[src/pkg/labfc_pkg.sv]
package labfc_pkg;
    // Clock
    localparam int CLK_HZ              = 20_000_000;
    localparam int NS_PER_CLK          = 50;
    // Times in their own units
    localparam int FILT_NS             = 1000;
    localparam int ILIM_WIN_MS         = 1500;
    localparam int RECOVERY_MS         = 100;
    localparam int UVLO_US             = 100;
    localparam int OVP_LONG_MS         = 560;
    localparam int OVP_SHORT_MS        = 50;
    localparam int OVP_RESTORE_MS      = 160;
    localparam int REL_MIN_NS          = 2000;
    localparam int REL_MAX_NS          = 20000;
    localparam int ADAPT_PERIOD_US     = 50;
    localparam int DOWN_PUSH_PERIODS   = 16;
    // Cycle counts: least times round up, longest round down
    localparam int FILT_CYC            = (FILT_NS + NS_PER_CLK - 1) / NS_PER_CLK;
    localparam int ILIM_WIN_CYC        = ILIM_WIN_MS * (CLK_HZ / 1000);
    localparam int RECOVERY_CYC        = RECOVERY_MS * (CLK_HZ / 1000);
    localparam int UVLO_CYC            = UVLO_US * (CLK_HZ / 1_000_000);
    localparam int OVP_LONG_CYC        = OVP_LONG_MS * (CLK_HZ / 1000);
    localparam int OVP_SHORT_CYC       = OVP_SHORT_MS * (CLK_HZ / 1000);
    localparam int OVP_RESTORE_CYC     = OVP_RESTORE_MS * (CLK_HZ / 1000);
    localparam int REL_MIN_CYC         = (REL_MIN_NS + NS_PER_CLK - 1) / NS_PER_CLK;
    localparam int REL_MAX_CYC         = REL_MAX_NS / NS_PER_CLK;
    localparam int ADAPT_PERIOD_CYC    = ADAPT_PERIOD_US * (CLK_HZ / 1_000_000);
    // Adaptive code
    localparam logic [7:0] CODE_MIN     = 8'h00;
    localparam logic [7:0] CODE_MAX     = 8'hff;
    localparam logic [7:0] CODE_INIT    = 8'he1;
    localparam int NUM_SINKS           = 3;

    typedef enum logic [1:0] {
        LABFC_STANDBY  = 2'b00,
        LABFC_STARTUP  = 2'b01,
        LABFC_ACTIVE   = 2'b11,
        LABFC_RECOVERY = 2'b10
    } labfc_state_t;
endpackage

[src/labfc_filter.sv]
`timescale 1ns/1ps
// ----------------------------------------
// Glitch filter: output follows input only after it stays stable
// ----------------------------------------
module labfc_filter
    import labfc_pkg::*;
#(
    parameter int CYC = FILT_CYC
)
(
    // Clock and reset
    input  wire logic mclk,
    input  wire logic reset_n,
    // Data
    input  wire logic raw,
    output logic      filt
);
    localparam int CW = $clog2(CYC + 1);
    logic [CW-1:0] cnt;

    always_ff @(posedge mclk or negedge reset_n)
    begin
        if (!reset_n)
        begin
            cnt  <= '0;
            filt <= 1'b0;
        end
        else if (raw == filt)
            cnt <= '0;
        else if (cnt == CW'(CYC - 1))
        begin
            cnt  <= '0;
            filt <= raw;
        end
        else
            cnt <= cnt + 1'b1;
    end
endmodule

[src/labfc_ctrl.sv]
`timescale 1ns/1ps
module labfc_ctrl
    import labfc_pkg::*;
#(
    parameter int N              = NUM_SINKS,
    parameter int ILIM_WIN       = ILIM_WIN_CYC,
    parameter int RECOVERY       = RECOVERY_CYC,
    parameter int OVP_LONG       = OVP_LONG_CYC,
    parameter int OVP_SHORT      = OVP_SHORT_CYC,
    parameter int OVP_RESTORE    = OVP_RESTORE_CYC,
    parameter int ADAPT_PERIOD   = ADAPT_PERIOD_CYC
)
(
    // Clock and reset
    input  wire logic         mclk,
    input  wire logic         reset_n,
    // Host pins
    input  wire logic         io_supply_enable_in,
    input  wire logic         pwm_in,
    output logic              fault_n,
    // Analog comparators
    input  wire logic [N-1:0] sink_low_cmp,
    input  wire logic [N-1:0] sink_mid_cmp,
    input  wire logic [N-1:0] sink_high_cmp,
    input  wire logic [N-1:0] sink_grounded,
    input  wire logic         base_ilim_hit,
    input  wire logic         switch_node_overvolt,
    input  wire logic         input_overvoltage_raw,
    input  wire logic         input_undervoltage_raw,
    input  wire logic         thermal_shutdown_raw,
    // Converter and sink control
    output logic              converter_en,
    output logic              ilim_raised,
    output logic [7:0]        target_code,
    output logic [N-1:0]      sink_gate,
    output logic [N-1:0]      open_fault,
    output logic [N-1:0]      short_fault,
    output logic              input_undervoltage_fault,
    output logic              input_overvoltage_fault,
    output logic              thermal_shutdown_fault,
    output logic [1:0]        state
);
    // ----------------------------------------
    // Comparator filters
    // ----------------------------------------
    logic [N-1:0] low_f;
    logic [N-1:0] mid_f;
    logic [N-1:0] high_f;

    for (genvar i = 0; i < N; i++)
    begin : g_filt
        labfc_filter #(.CYC(FILT_CYC)) u_low  (.mclk(mclk), .reset_n(reset_n), .raw(sink_low_cmp[i]),
                                               .filt(low_f[i]));
        labfc_filter #(.CYC(FILT_CYC)) u_mid  (.mclk(mclk), .reset_n(reset_n), .raw(sink_mid_cmp[i]),
                                               .filt(mid_f[i]));
        labfc_filter #(.CYC(FILT_CYC)) u_high (.mclk(mclk), .reset_n(reset_n), .raw(sink_high_cmp[i]),
                                               .filt(high_f[i]));
    end

    // ----------------------------------------
    // Supply fault persistence
    // ----------------------------------------
    logic        uv_det;
    logic        ov_det;
    logic [24:0] uv_cnt;
    logic [24:0] ov_cnt;
    logic        ov_fast;
    logic [24:0] active_cnt;
    labfc_state_t st;

    function automatic logic [24:0] sat_inc(input logic [24:0] v);
        sat_inc = (v == '1) ? v : v + 25'h1;
    endfunction

    // Undervoltage: 100 us persistence, any state
    always_ff @(posedge mclk or negedge reset_n)
    begin
        if (!reset_n)
            uv_cnt <= '0;
        else if (!input_undervoltage_raw)
            uv_cnt <= '0;
        else
            uv_cnt <= sat_inc(uv_cnt);
    end
    assign uv_det = (uv_cnt >= 25'(UVLO_CYC));

    always_ff @(posedge mclk or negedge reset_n)
    begin
        if (!reset_n)
            ov_cnt <= '0;
        else if (!input_overvoltage_raw || st != LABFC_ACTIVE)
            ov_cnt <= '0;
        else
            ov_cnt <= sat_inc(ov_cnt);
    end
    assign ov_det = (ov_cnt >= (ov_fast ? 25'(OVP_SHORT) : 25'(OVP_LONG)));

    // Shortened filter after first fault, restored after long enough active run
    always_ff @(posedge mclk or negedge reset_n)
    begin
        if (!reset_n)
            ov_fast <= 1'b0;
        else if (ov_det)
            ov_fast <= 1'b1;
        else if (active_cnt >= 25'(OVP_RESTORE))
            ov_fast <= 1'b0;
    end

    always_ff @(posedge mclk or negedge reset_n)
    begin
        if (!reset_n)
            active_cnt <= '0;
        else if (st != LABFC_ACTIVE)
            active_cnt <= '0;
        else
            active_cnt <= sat_inc(active_cnt);
    end

    logic sys_fault;
    assign sys_fault = uv_det || ov_det || thermal_shutdown_raw;

    always_ff @(posedge mclk or negedge reset_n)
    begin
        if (!reset_n)
        begin
            input_undervoltage_fault <= 1'b0;
            input_overvoltage_fault  <= 1'b0;
            thermal_shutdown_fault   <= 1'b0;
        end
        else
        begin
            input_undervoltage_fault <= uv_det;
            input_overvoltage_fault  <= ov_det;
            thermal_shutdown_fault   <= thermal_shutdown_raw;
        end
    end

    // ----------------------------------------
    // Enable pulse measurement
    // ----------------------------------------
    logic [9:0] en_low_cnt;
    logic       en_long;
    logic       en_rise;
    logic       en_prev;

    always_ff @(posedge mclk or negedge reset_n)
    begin
        if (!reset_n)
        begin
            en_low_cnt <= '0;
            en_prev    <= 1'b0;
        end
        else
        begin
            en_prev <= io_supply_enable_in;
            if (io_supply_enable_in)
                en_low_cnt <= '0;
            else if (!en_long)
                en_low_cnt <= en_low_cnt + 10'h1;
        end
    end
    assign en_long = (en_low_cnt > 10'(REL_MAX_CYC));
    assign en_rise = io_supply_enable_in && !en_prev;

    // Short low pulse inside window: release latched string faults
    logic release_pulse;
    assign release_pulse = en_rise && (en_low_cnt >= 10'(REL_MIN_CYC)) && !en_long;

    // ----------------------------------------
    // State machine
    // ----------------------------------------
    logic [24:0] rec_cnt;

    always_ff @(posedge mclk or negedge reset_n)
    begin
        if (!reset_n)
            st <= LABFC_STANDBY;
        else
        begin
            case (st)
                LABFC_STANDBY:
                    if (io_supply_enable_in && !sys_fault)
                        st <= LABFC_STARTUP;
                LABFC_STARTUP:
                    if (sys_fault)
                        st <= LABFC_RECOVERY;
                    else
                        st <= LABFC_ACTIVE;
                LABFC_ACTIVE:
                    if (en_long)
                        st <= LABFC_STANDBY;
                    else if (sys_fault)
                        st <= LABFC_RECOVERY;
                LABFC_RECOVERY:
                    if (en_long)
                        st <= LABFC_STANDBY;
                    else if (rec_cnt >= 25'(RECOVERY) && !sys_fault)
                        st <= LABFC_ACTIVE;
                default:
                    st <= LABFC_STANDBY;
            endcase
        end
    end

    always_ff @(posedge mclk or negedge reset_n)
    begin
        if (!reset_n)
            rec_cnt <= '0;
        else if (st != LABFC_RECOVERY)
            rec_cnt <= '0;
        else
            rec_cnt <= sat_inc(rec_cnt);
    end

    // ----------------------------------------
    // Sink exclusion and string faults
    // ----------------------------------------
    logic [N-1:0] grounded;
    logic [N-1:0] enabled;
    logic [N-1:0] in_window;

    // Grounded outputs caught once per start
    always_ff @(posedge mclk or negedge reset_n)
    begin
        if (!reset_n)
            grounded <= '0;
        else if (st == LABFC_STARTUP)
            grounded <= sink_grounded;
    end

    assign enabled   = ~(grounded | open_fault | short_fault);
    assign in_window = enabled & low_f & ~mid_f;

    logic at_max;
    assign at_max = (target_code == CODE_MAX);

    always_ff @(posedge mclk or negedge reset_n)
    begin
        if (!reset_n)
        begin
            open_fault  <= '0;
            short_fault <= '0;
        end
        else if (st == LABFC_STANDBY || st == LABFC_STARTUP)
        begin
            open_fault  <= '0;
            short_fault <= '0;
        end
        else if (st == LABFC_ACTIVE)
        begin
            for (int i = 0; i < N; i++)
            begin
                if (enabled[i] && at_max && !low_f[i] && pwm_in)
                    open_fault[i] <= 1'b1;
                else if (release_pulse)
                    open_fault[i] <= 1'b0;
                if (enabled[i] && high_f[i] && |(in_window & ~(N'(1) << i)))
                    short_fault[i] <= 1'b1;
                else if (release_pulse)
                    short_fault[i] <= 1'b0;
            end
        end
    end

    // ----------------------------------------
    // Adaptive target
    // ----------------------------------------
    logic [15:0] adapt_cnt;
    logic        adapt_tick;
    logic [4:0]  push_cnt;
    logic        any_low;
    logic        all_above;

    assign adapt_tick = (adapt_cnt == 16'(ADAPT_PERIOD - 1));
    assign any_low    = |(enabled & ~low_f);
    assign all_above  = (enabled != '0) && ((enabled & ~mid_f) == '0);

    always_ff @(posedge mclk or negedge reset_n)
    begin
        if (!reset_n)
            adapt_cnt <= '0;
        else if (adapt_tick)
            adapt_cnt <= '0;
        else
            adapt_cnt <= adapt_cnt + 16'h1;
    end

    always_ff @(posedge mclk or negedge reset_n)
    begin
        if (!reset_n)
            push_cnt <= '0;
        else if (adapt_tick)
            push_cnt <= (push_cnt == 5'(DOWN_PUSH_PERIODS - 1)) ? 5'h0 : push_cnt + 5'h1;
    end

    // One code step per period, step is (max-min)/255 of span
    always_ff @(posedge mclk or negedge reset_n)
    begin
        if (!reset_n)
            target_code <= CODE_INIT;
        else if (st != LABFC_ACTIVE)
            target_code <= CODE_INIT;
        else if (adapt_tick && pwm_in)
        begin
            if (any_low && !at_max)
                target_code <= target_code + 8'h01;
            else if (!any_low && (all_above || push_cnt == '0) && target_code != CODE_MIN)
                target_code <= target_code - 8'h01;
            // Otherwise headroom is fine, hold
        end
    end

    // ----------------------------------------
    // Current limit window
    // ----------------------------------------
    // Raised for one window, then base for one window, repeating while base_ilim_hit and converter_en stay high
    logic [24:0] ilim_cnt;
    logic        ilim_busy;

    always_ff @(posedge mclk or negedge reset_n)
    begin
        if (!reset_n)
        begin
            ilim_cnt    <= '0;
            ilim_busy   <= 1'b0;
            ilim_raised <= 1'b0;
        end
        else if (!ilim_busy)
        begin
            if (base_ilim_hit && converter_en)
            begin
                ilim_busy   <= 1'b1;
                ilim_raised <= 1'b1;
                ilim_cnt    <= '0;
            end
        end
        else if (ilim_cnt == 25'(ILIM_WIN - 1))
        begin
            ilim_cnt <= '0;
            if (ilim_raised)
                ilim_raised <= 1'b0;
            else
                ilim_busy <= 1'b0;
        end
        else
            ilim_cnt <= ilim_cnt + 25'h1;
    end

    // ----------------------------------------
    // Outputs
    // ----------------------------------------
    always_ff @(posedge mclk or negedge reset_n)
    begin
        if (!reset_n)
        begin
            converter_en <= 1'b0;
            sink_gate    <= '0;
            fault_n      <= 1'b1;
            state        <= LABFC_STANDBY;
        end
        else
        begin
            converter_en <= (st == LABFC_ACTIVE) && !switch_node_overvolt;
            sink_gate    <= (st == LABFC_ACTIVE && io_supply_enable_in && pwm_in) ?
                            enabled : '0;
            fault_n      <= !((st == LABFC_RECOVERY) || |open_fault || |short_fault);
            state        <= st;
        end
    end

    // ----------------------------------------
    // Assertions
    // ----------------------------------------
    property p_ovp_gate;
        @(posedge mclk) disable iff (!reset_n) switch_node_overvolt |=> !converter_en;
    endproperty
    a_ovp_gate: assert property (p_ovp_gate) else $error("converter on with overvoltage");

    property p_recovery_off;
        @(posedge mclk) disable iff (!reset_n) st == LABFC_RECOVERY |=> !converter_en && sink_gate == '0 && !fault_n;
    endproperty
    a_recovery_off: assert property (p_recovery_off) else $error("recovery outputs wrong");

    property p_pwm_follow;
        @(posedge mclk) disable iff (!reset_n)
            st == LABFC_ACTIVE && io_supply_enable_in |=> sink_gate == ($past(pwm_in) ? $past(enabled) : '0);
    endproperty
    a_pwm_follow: assert property (p_pwm_follow) else $error("sink gate not following pwm");

    property p_step_one;
        @(posedge mclk) disable iff (!reset_n)
            st == LABFC_ACTIVE && $past(st) == LABFC_ACTIVE |->
            (target_code - $past(target_code) <= 8'h01) || ($past(target_code) - target_code <= 8'h01);
    endproperty
    a_step_one: assert property (p_step_one) else $error("target moved more than one step");

    property p_hold_window;
        @(posedge mclk) disable iff (!reset_n)
            st == LABFC_ACTIVE && adapt_tick && enabled != '0 && (enabled & ~in_window) == '0
            && push_cnt != '0 |=> target_code == $past(target_code);
    endproperty
    a_hold_window: assert property (p_hold_window) else $error("target moved inside window");

    property p_up_low;
        @(posedge mclk) disable iff (!reset_n)
            st == LABFC_ACTIVE && adapt_tick && pwm_in && any_low && !at_max
            |=> target_code == $past(target_code) + 8'h01;
    endproperty
    a_up_low: assert property (p_up_low) else $error("no step up on low sink");

    property p_string_active;
        @(posedge mclk) disable iff (!reset_n)
            st == LABFC_ACTIVE && !sys_fault && !en_long && (|open_fault || |short_fault) |=> st == LABFC_ACTIVE;
    endproperty
    a_string_active: assert property (p_string_active) else $error("string fault left active");

    property p_uv_persist;
        @(posedge mclk) disable iff (!reset_n) $rose(uv_det) |-> uv_cnt == 25'(UVLO_CYC);
    endproperty
    a_uv_persist: assert property (p_uv_persist) else $error("undervoltage declared early");

    c_recovery: cover property (@(posedge mclk) disable iff (!reset_n) st == LABFC_RECOVERY ##1 st == LABFC_ACTIVE);
    c_open:     cover property (@(posedge mclk) disable iff (!reset_n) $rose(|open_fault));
    c_release:  cover property (@(posedge mclk) disable iff (!reset_n) release_pulse && |short_fault);
    c_ilim:     cover property (@(posedge mclk) disable iff (!reset_n) $fell(ilim_raised));
endmodule

[config.mk]
export PLATFORM = sky130hd
export DESIGN_NAME = labfc_ctrl
export DESIGN_NICKNAME = d
export VERILOG_FILES = /design/src/pkg/labfc_pkg.sv /design/src/labfc_filter.sv /design/src/labfc_ctrl.sv
export SDC_FILE = /design/constraint.sdc
export NUM_CORES = 1
export LEC_CHECK = 0
export ABC_AREA = 1
export BUFFER_PORTS_ARGS = -buffer_cell sky130_fd_sc_hd__buf_2
export CAP_MARGIN = 20
export CELL_PAD_IN_SITES_DETAIL_PLACEMENT = 2
export CELL_PAD_IN_SITES_GLOBAL_PLACEMENT = 2
export CORE_UTILIZATION = 38
export DETAILED_ROUTE_END_ITERATION = 10
export PLACE_DENSITY = 0.82
export SYNTH_ARGS = -nofsm -noshare
export SYNTH_HDL_FRONTEND = slang
export SYNTH_SLANG_ARGS = --single-unit
[constraint.sdc]
create_clock -name mclk -period 2.4 [get_ports mclk]
set_input_delay 0.24 -clock mclk [delete_from_list [all_inputs] [get_ports mclk]]
set_output_delay 0.24 -clock mclk [all_outputs]
set_load 0.05 [all_outputs]
# After elaboration in Yosys (flattened, before gate mapping)
# Index checks and enable logic that the tools add are counted.
[totals]
regBits = 243
in_bits = 21
word_cells = 282
[op_classes]
mux = 66
n_eq_ne = 40
bitwise = 18
n_reduce_logical = 87
addsub = 19
n_lt_le_gt_ge = 6
[op_table]
columns = ["op", "count"]
rows = [
  ["25-bit 2-to-1 mux", 11],
  ["25-bit by 1-bit adder with 25-bit output, second input constant", 5],
  ["25-bit == test, second input constant", 5],
  ["5-bit 2-to-1 mux", 19],
  ["5-bit by 1-bit adder with 5-bit output, second input constant", 10],
  ["5-bit == test, second input constant", 9],
  ["2-bit AND reduction", 17],
  ["8-bit 2-to-1 mux", 4],
  ["1-bit logical AND", 29],
  ["25-bit by 11-bit >= comparator with 1-bit output, second input constant", 1],
  ["25-bit by 21-bit >= comparator with 1-bit output, second input constant", 1],
  ["25-bit by 22-bit >= comparator with 1-bit output, second input constant", 1],
  ["25-bit by 24-bit >= comparator with 1-bit output", 1],
  ["24-bit 2-to-1 mux", 1],
  ["3-bit nonzero test", 8],
  ["10-bit 2-to-1 mux", 2],
  ["1-bit 2-to-1 mux", 17],
  ["16-bit by 1-bit adder with 16-bit output, second input constant", 1],
  ["16-bit by 10-bit == test with 1-bit output, second input constant", 1],
  ["16-bit 2-to-1 mux", 1],
  ["2-bit inequality test, second input constant", 8],
  ["3-bit 2-to-1 mux", 5],
  ["3-bit bitwise AND", 4],
  ["1-bit zero test", 11],
  ["26 further kinds", 64],
]

# Logic depth before layout (Yosys ltp)
# Gate-level depths: netlist of run 1.
[depth]
ltp_word = 13
depth_mapped = 15
mapped_depth_nobuf = 15

# Hierarchy
# A second synthesis of run 1 with hierarchy kept.
[hier_totals]
hier_cells = 1896
hier_area_um2 = 14214.9
[by_module_without_submodules]
columns = ["mod", "cells_each", "seq_area_each_um2", "n_inst", "area_each_um2"]
rows = [
  ["labfc_ctrl", 1572, 4735.8, 1, 11568.6],
  ["labfc_filter", 36, 150.1, 9, 294.0],
]

# Least setup slack after synthesis of run 1
# No wires, ideal clock.
[synth_timing]
path_kind = "reg-to-reg"
from = "register open_fault[0]"
to = "register target_code[7]"
required_time_ns = 2.324
path_slack_ns = 0.082
setup_time_ns = 0.076
arrival_time_ns = 2.242
path_stages_with_launch = 15
period_less_slack_ns = 2.318
cell_sequence = "dfrtp_1 nor2_2 nand2_2 or2_4 nand3_4 nand2_4 ha_1 a21oi_1 o21ai_0 a31oi_1 inv_1 nand2_1 nand3_1 nand2_1 nand2_1"
[synth_via]
elab_chain_len = 11
word_cells_on_any_way = 19
classes_between = "mux: 3; bitwise: 5; reduce/logical: 11"
[synth_rtl]
columns = ["item", "line", "text"]
rows = [
  ["start, declared", "labfc_ctrl.sv:36", "output logic [N-1:0] open_fault,"],
  ["start signal, assigned", "labfc_ctrl.sv:241", "open_fault <= '0;"],
  ["start signal, assigned", "labfc_ctrl.sv:246", "open_fault <= '0;"],
  ["start signal, assigned by index", "labfc_ctrl.sv:254", "open_fault[i] <= 1'b1;"],
  ["3-bit OR * (2 in series)", "labfc_ctrl.sv:231", "assign enabled = ~(grounded | open_fault | short_fault);"],
  ["3-bit NOT *", "labfc_ctrl.sv:231", ""],
  ["3-bit bitwise AND", "labfc_ctrl.sv:276", "assign all_above = (enabled != '0) && ((enabled & ~mid_f) == '0);"],
  ["3-bit zero test", "labfc_ctrl.sv:276", ""],
  ["1-bit logical AND", "labfc_ctrl.sv:276", ""],
  ["1-bit logical OR", "labfc_ctrl.sv:307", "else if (!any_low && (all_above || push_cnt == '0) && target_code != CODE_MIN)"],
  ["1-bit logical AND (2 in series)", "labfc_ctrl.sv:307", ""],
  ["3-bit nonzero test (no source line)", "--", ""],
  ["2-bit AND reduction (no source line)", "--", ""],
  ["end signal, assigned", "labfc_ctrl.sv:306", "target_code <= target_code + 8'h01;"],
  ["end signal, assigned", "labfc_ctrl.sv:308", "target_code <= target_code - 8'h01;"],
  ["end, declared", "labfc_ctrl.sv:34", "output logic [7:0] target_code,"],
]
# Every way passes the cells marked *; elsewhere a longest branch is shown, timed or not. The select of a mux whose other input is x is not followed.
# A chain may end at the register's enable or synchronous reset.

# Worst setup path after layout of run 1
[layout_timing]
from = "register grounded[2]"
to = "register target_code[7]"
[layout_via]
elab_chain_len = 11
word_cells_on_any_way = 19
classes_between = "mux: 3; bitwise: 5; reduce/logical: 11"
[layout_rtl]
columns = ["item", "line", "text"]
rows = [
  ["start, declared", "labfc_ctrl.sv:218", "logic [N-1:0] grounded;"],
  ["start signal, assigned", "labfc_ctrl.sv:228", "grounded <= sink_grounded;"],
  ["3-bit OR * (2 in series)", "labfc_ctrl.sv:231", ""],
  ["3-bit NOT *", "labfc_ctrl.sv:231", ""],
  ["3-bit bitwise AND", "labfc_ctrl.sv:276", ""],
  ["3-bit zero test", "labfc_ctrl.sv:276", ""],
  ["1-bit logical AND", "labfc_ctrl.sv:276", ""],
  ["1-bit logical OR", "labfc_ctrl.sv:307", ""],
  ["1-bit logical AND (2 in series)", "labfc_ctrl.sv:307", ""],
  ["3-bit nonzero test (no source line)", "--", ""],
  ["2-bit AND reduction (no source line)", "--", ""],
]
# Marks and branches as above.

==> results.env, run 1 <==
SYNTH.CELL_AREA_UM2=14100
WORSTHOLDSTART='base_ilim_hit'
POST-SYNTH-TOP-AREA-CELL='dfrtp_1'
CLOCK_SKEW_NS=0.0304
LEADING_REGISTER_CELL_TYPE_OUT_OF_SYNTHESIS='dfrtp_1'
TIMING.SETUP.CRITICAL_PATH_CLASS='reg2reg'
CAP_VIOL_MAX_COUNT=0
CLOCK_TREE_FROM_TRITONCTS='done'
HOLD_VIOL_FINAL=0
PLACE_INST=2369
SYNTH.FF_LATCH_COUNT=243
SYNTHARSTFLOPSHARE_PCT=100
POST_ROUTE_CELLS_DRIVE_ABOVE_1_SHARE_PCT=14.4
SETUP_VIOL_COUNT_FINAL=0
TIMING_WORST_SLEW_PIN_VALUE_NS=0.867
DIE_W_UM=195
WORSTREG2REGSTART='grounded[2]'
COREAREA_UM2=36500
CORE.ROWCOUNT=70
DRT_ITER0_DRC=476
COUNT_OF_CELL_TYPES_IN_THE_NETLIST=54
SYN-MEAN-INSTANCE-AREA_UM2=7.63
CRIT_START='grounded[2]'
SYNTHESIS.NETS=1905
POSTLAYOUTCOREUTIL_PCT=45.0
FIRSTDRTPASSITERS=4
INSERTION_DELAY_OF_THE_LATER_CLOCKED_PIN_IN_THE_WORST_SKEW_PAIR_NS=0.60
NETLIST_TOP_CELLS_COUNT='nand2_1 (408), nor2_1 (255), dfrtp_1 (238)'
GRT_PASS1_VIAS=15400
RSZ0062_AT_GRT='true'
SYNTH.YOSYS.SEQ_AREA_SHARE_PCT=43.2
SYNTHTOLAYOUTAREAGROWTH_PCT=16.6
DRT-TOTAL-WL_UM=49900
STDCELL_COUNT=2445
MAXIMUM_FANOUT_ALONG_THE_WORST_PATH=8
WORST_SETUP_PATH_START_KIND='register'
SHARE_OF_THE_SYNTHESIZED_AREA_IN_COMPOUND_GATES_AO_OA_AOI_OAI_PCT=6.83
WIRE_LENGTH_OF_THE_FIRST_GLOBAL_ROUTING_PASS_UM=81700
SYNTH_AREA_LEADERS='dfrtp_1 (42%), nand2_1 (11%), nor2_1 (6.8%)'
ANTENNA_VIOLATIONS_BEFORE_REPAIR=0
SYNTH_MUX_AREA_SHARE_PCT=0.560
FLOORPLAN_DIE_HEIGHT_UM=195
GRT_MAX_DEGREE=63
TIMING.FINAL.MAX_SLEW_VIOLATIONS=0
CTS_MADE_BUFFERS=31
POST-ROUTE-PERIOD-UTIL_PCT=98.0
ROUTEDWLPERCELL_UM=20.4
DIE_AREA_UM2=37800
PATH_CLK_SLEW_NS=0.07
HP-CLASS='in2reg'
NUMBER_OF_SYNTHESIZED_FLOPS_WITH_AN_ENABLE_PIN=0
SYN-INSTANCE-COUNT=1846
PEAKVDDDROP_mV=0.666
GRT-OVFL-TOTAL=0
POWERDENSITY_nW_PER_UM2=795
RUN_STATUS='finished, final reports clean'
LAYOUT.CELL_AREA.NON_FILLER_UM2=16400
FILLER_CELL_COUNT=4185
FIN_WORST_HOLD_SLACK_NS=0.0108
SYNTH.MOST_COMMON_CELL='nand2_1'
WORST_EP_ARRIVAL_TIME_NS=2.89
HPWLAFTERDP_UM=35600
CLOCK_TREE.ROOT_CELL='clkbuf_16'
WORSTSETUPENDPOINTTYPE='register'
SYNTHADDERAREAFRAC_PCT=3.43
CRIT_REQUIRED_NS=2.93
POST-SYNTH-TOP-AREA-FRACTION_PCT=42.3
ROUTE.ANTENNA.REMAINING_NETS=0
ROUTABILITYCONGESTION=0.864
POST_SYNTH_XOR_AREA_FRACTION_PCT=3.30
TIMING.SLEW.HEADROOM_PCT=42.1
DRCVIOLATIONCOUNT=0
NNETSFINAL=2013
SYNTHESIS_WARNING_TOTAL=0
MAX_CLOCK_FREQ_MHz=425
PLACEMENT.CELL_AREA_UM2=15100
DR_TOTAL_VIAS=13300
GRTUSAGETOTAL_PCT=26.7
INITIAL_UTILIZATION_PCT=38.6
MIN_PERIOD_NS=2.35
CLOCK_TREE.BUFFER_DEPTH=3
ANTENNA_CELLS_INSERTED=0
NUM_IO_PINS=46
CLOCK_TREE.HTREE_LEVEL_COUNT=1
SYNTH_SIMPLE_GATE_AREA_SHARE_PCT=35.3
PORT-BUFFER-COUNT=45
COMBINATIONAL_FAMILY_WITH_THE_MOST_AREA_AFTER_SYNTHESIS='simple AND/OR/NAND/NOR gates'
ROUTED_VIA_DENSITY=5.42
CLOCK_SINKS=243
POWER.LEAKAGE_nW=7.92
==> repair_timing <==
item                                   4_1_cts  5_1_grt
pin swaps                                    0        7
hold buffers                                17        0
resized for setup                            7       10
setup buffers                                0        3
setup endpoints to repair                    5        6
endpoints found under the hold margin       77        0
==> cell families (layout without fill, tap and decap cells) <==
group | after synthesis | after routing
adders and majority gates | 38 | 38
DFF | 243 | 243
muxes | 7 | 7
xor gates and xnor gates | 53 | 53
buffers and inverters | 265 | 396
and+or+nand+nor | 1079 | 1079
AOI/OAI and AO/OA | 161 | 161
==> worst max-delay path, cell delays in order (launching register included) <==
cell	delay [ns]
dfrtp_1	0.41
nor2_2	0.17
nand2_2	0.11
inv_2	0.11
nand2_1	0.12
nand3_4	0.12
nand2_8	0.11
ha_4	0.27
nand2_1	0.12
nand3_1	0.15
a31oi_2	0.19
inv_1	0.07
nand2_1	0.08
nand3_1	0.09
nand2_1	0.09
nand2_1	0.06
==> final cells by class <==
type / count / area [um2] / area share, %
inverter: 240 / 903 / 5.50
sequential: 243 / 6090 / 37.1
clock inverter: 14 / 191 / 1.17
multi-input combinational: 1338 / 7050 / 42.9
clock buffer: 42 / 877 / 5.34
tap: 468 / 586 / 3.56
timing repair buffer: 100 / 728 / 4.43
==> registers in the layout, indices dropped and copies added (netlist names), 5 cells and up <==
| signal | cells |
|---|---|
| en_low_cnt | 10 |
| uv_cnt | 25 |
| target_code | 8 |
| active_cnt | 25 |
| g_filt.u_mid.cnt | 15 |
| ilim_cnt | 25 |
| g_filt.u_low.cnt | 15 |
| g_filt.u_high.cnt | 15 |
| ov_cnt | 25 |
| adapt_cnt | 16 |
| rec_cnt | 25 |
| push_cnt | 5 |
==> per-layer routing <==
metal  up-vias  global-route usage, %  wire [um]
met3        91                   4.51       1580
met5         -                      0          0
met4         0                   8.52       1330
met1      6771                   31.2      21000
met2       168                   49.4      26000
li1       6231                      -          -
==> worst paths after layout <==
path                                                end  slack (ns)  depth (start not counted)
worst max register to register           target_code[7]        0.05                         15
min in group asynchronous                   ilim_cnt[9]        0.20                          2
worst min-delay path                        ilim_raised        0.01                          5
worst min register to register  g_filt[1].u_high.cnt[0]        0.47                          1
max in group asynchronous                   rec_cnt[17]        1.44                          3
worst max-delay path                     target_code[7]        0.05                         15
==> placed cells by master, fill, tap and decap left out, types with 15 or more instances in the layout <==
cell type / instances
nand2_1: 407
nor2_1: 253
dfrtp_1: 236
inv_1: 225
nand3_1: 170
nor3_1: 62
o21ai_0: 50
nand4_1: 49
buf_2: 44
or2_2: 41
xor2_1: 37
a21oi_1: 37
buf_4: 35
ha_1: 32
clkbuf_16: 31
o31ai_1: 30
nor4_1: 18
nor2_2: 17
dlygate4sd3_1: 17
xnor2_1: 16
nand2_2: 15
==> power breakdown <==
| group | internal (mW) | total (mW) | switching [mW] |
|---|---|---|---|
| Combinational | 1.08 | 3.43 | 2.35 |
| Sequential | 4.41 | 4.70 | 0.292 |
| Clock | 2.98 | 4.94 | 1.95 |
| Total | 8.47 | 13.1 | 4.60 |
==> metrics by stage <==
step	power (mW)	setup TNS, ns	worst slack [ns]
2_1_floorplan	6.74	0	0.0823
3_3_place_gp	7.61	0	0.167
3_5_place_dp	7.82	0	0.0489
4_1_cts	13.0	0	0.0113
5_1_grt	13.6	-0.154	-0.0888
6_report	13.1	0	0.0478
No activity file was read; power rests on OpenSTA's default activity.
==> inputs of run 2 (changes only) <==
CORE_UTILIZATION = 34   (was 38)
PLACE_DENSITY = 0.78   (was 0.82)
clock period = 2 ns   (was 2.4 ns; I/O delays follow)
==> run 2 against run 1 <==
Effect of this change: the run now ends with negative setup slack left; critical path depth decreased by 2; die area increased by 12%; count of clock-buffer cells in the layout decreased by 4; cell count increased by 5.8%; global-route usage decreased by 2.3 points; utilization decreased by 1.9 points; register-to-register slack got worse by 0.56 ns; worst hold slack improved by 0.016 ns; routed wire length increased by 7.4%; power increased by 39%; sequential share of layout area decreased by 2.4 points; combinational power increased by 56%; largest cell class unchanged.
==> results.env, run 2 (same netlist as run 1, synthesis figures left out) <==
CAP_VIOL_MAX_COUNT=0  # unchanged
WORST_EP_ARRIVAL_TIME_NS=3.06  # +0.17 ns
WIRE_LENGTH_OF_THE_FIRST_GLOBAL_ROUTING_PASS_UM=82400  # +0.87%
FIRSTDRTPASSITERS=4  # unchanged
MOSTFREQUENTLAYOUTCELLS='nand2_1 (402), nor2_1 (245), dfrtp_1 (226), inv_1 (223), nand3_1 (162)'
GRTUSAGETOTAL_PCT=24.4  # -2.3 points
GRT_MET3_USAGE_PCT=3.56  # -0.95 points
GLOBAL_ROUTING_S_BUSIEST_LAYER='met2'
REG2REG_SETUP_SLACK_NS=-0.52  # -0.56 ns
DIE_AREA_UM2=42200  # +12%
MOST_COMMON_CELL_AFTER_LAYOUT_FILL_AND_TAPS_ASIDE='nand2_1'
CORE.ROWCOUNT=74  # +5.7%
CRIT_REQUIRED_NS=2.55  # -0.38 ns
POWER.LEAKAGE_nW=8.43  # +6.4%
STDCELL_COUNT=2586  # +5.8%
WORST_SETUP_PATH_START_KIND='register'
GR-USAGE-MET2_PCT=45.6  # -3.7 points
SETUP_VIOL_COUNT_FINAL=9  # +9
GRT_PASS1_VIAS=15400  # -0.23%
ROUTEDWLPERCELL_UM=20.7  # +1.5%
PEAKVDDDROP_mV=0.659  # -0.93%
DRT-TOTAL-WL_UM=53500  # +7.4%
SETUP_SLACK_NS=-0.515  # -0.563 ns
ROUTED_VIA_DENSITY=5.26  # -3.0%
RSZ0062_AT_GRT='true'
VIOLATIONS='negative setup slack'
REPORT.POWER.TOTAL_mW=18.1  # +39%
TIMING_WORST_SLEW_PIN_VALUE_NS=0.547  # -0.319 ns
INITIAL_UTILIZATION_PCT=34.5  # -4.1 points
GRT-OVFL-TOTAL=0  # unchanged
POWERDENSITY_nW_PER_UM2=1030  # +29%
DR_TOTAL_VIAS=13600  # +2.5%
HP-CLASS='in2reg'
TIMING.SLEW.HEADROOM_PCT=63.5  # +21 points
LAYOUT.CELL_AREA.NON_FILLER_UM2=17600  # +7.2%
CTS_MADE_BUFFERS=31  # unchanged
DRCVIOLATIONCOUNT=0  # unchanged
RUN_STATUS='finished, violations left'
PLACE_INST=2496  # +5.4%
ROUTABILITYCONGESTION=0.857  # -0.81%
NUM_IO_PINS=46  # unchanged
CLOCK_SINKS=243  # unchanged
PORT-BUFFER-COUNT=45  # unchanged
FLOORPLAN_DIE_HEIGHT_UM=206  # +5.7%
FIN_WORST_HOLD_SLACK_NS=0.0263  # +0.0155 ns
MAX_CLOCK_FREQ_MHz=398  # -6.5%
POST-ROUTE-PERIOD-UTIL_PCT=126  # +28 points
HOLD_VIOL_FINAL=0  # unchanged
PATH_CLK_SLEW_NS=0.07  # about the same
PLACEMENT.CELL_AREA_UM2=15700  # +4.3%
INSERTION_DELAY_OF_THE_LATER_CLOCKED_PIN_IN_THE_WORST_SKEW_PAIR_NS=0.61  # about the same
CLOCK_TREE_FROM_TRITONCTS='done'
FILLER_CELL_COUNT=4663  # +11%
SYNTHTOLAYOUTAREAGROWTH_PCT=25.0
CLOCK_TREE.ROOT_CELL='clkbuf_16'
MAXIMUM_FANOUT_ALONG_THE_WORST_PATH=7  # -1
DP_WORST_SETUP_SLACK_NS=-0.298  # -0.347 ns
HPWLAFTERDP_UM=35500  # -0.22%
GRT.MET1_USAGE_PCT=28.5  # -2.7 points
GRT_MAX_DEGREE=69  # +9.5%
TIMING.SETUP.CRITICAL_PATH_CLASS='reg2reg'
CLOCK_SKEW_NS=0.0307  # +0.000305 ns
DRT_ITER0_DRC=558  # +17%
TIMING.FINAL.MAX_SLEW_VIOLATIONS=0  # unchanged
DIE_W_UM=206  # +5.7%
COREAREA_UM2=40800  # +12%
ANTENNA_VIOLATIONS_BEFORE_REPAIR=0  # unchanged
POST_ROUTE_CELLS_DRIVE_ABOVE_1_SHARE_PCT=20.1  # +5.7 points
WORSTSETUPENDPOINTTYPE='register'
CLOCK_TREE.BUFFER_DEPTH=3  # unchanged
MIN_PERIOD_NS=2.52  # +0.163 ns
ROUTE.ANTENNA.REMAINING_NETS=0  # unchanged
ANTENNA_CELLS_INSERTED=0  # unchanged
CLOCK_TREE.HTREE_LEVEL_COUNT=1  # unchanged
NNETSFINAL=2088  # +3.7%
[run 2: cell types whose count changed in the layout (fill, tap and decap cells not counted), sizes merged]
cell | before | now
bufinv | 4 | 12
clkinvlp | 1 | 3
clkbuf | 42 | 38
clkinv | 9 | 5
buf | 83 | 158
[run 2: path summary, 6_finish.rpt]
| path | cells past startpoint | startpoint | end |
|---|---|---|---|
| min in group asynchronous | 2 | reset_n | ov_cnt[0] |
| min reg2reg | 1 | g_filt[0].u_mid.cnt[0] | g_filt[0].u_mid.cnt[0] |
| max in group asynchronous | 3 | reset_n | fault_n |
| max reg2reg | 13 | target_code[6] | target_code[4] |
| max | 13 | target_code[6] | target_code[4] |
| min | 5 | base_ilim_hit | ilim_raised |
[run 2: area by class of cell]
class	instances	area, um2	area share (%)
Multi-Input combinational cell	1338	7310	41.5
Sequential cell	243	6110	34.7
Timing Repair Buffer	175	1330	7.56
Inverter	240	911	5.17
Clock buffer	38	852	4.84
Tap cell	532	666	3.78
Clock inverter	20	430	2.44
[run 2: worst max-delay path, cell delays in order, from the launching register on]
cell     delay (ns)
dfstp_4        0.63
nand4_1        0.09
or2_4          0.30
nand2_8        0.14
buf_12         0.13
inv_6          0.03
fa_2           0.36
inv_2          0.07
buf_4          0.11
a31oi_4        0.07
xor2_1         0.15
nor2_1         0.17
nand2_1        0.11
nand2_1        0.08
[run 2: power breakdown]
group	internal, mW	switching [mW]
clock	4.58	2.52
sequential	5.31	0.325
combinational	1.98	3.39
[run 2: stage by stage]
stage	util, %	TNS [ns]
6_report	43.1	-2.58
5_1_grt	43.1	-3.38
4_1_cts	42.4	-1.56
3_5_place_dp	38.5	-1.20
3_3_place_gp	38.5	-0.528
2_1_floorplan	-	-0.754
[run 2: timing repair]
action,CTS,global route
gates resized for setup,21,42
hold buffers,17,0
pin swaps,12,17
endpoints found under the setup margin,9,59
hold endpoints to repair,274,0
buffers inserted,4,12
[run 2: metal layers]
layer,vias up,part of all wire (%)
met5,-,0
met4,0,2.9
met3,109,2.8
met2,178,53
met1,6944,41
li1,6368,-
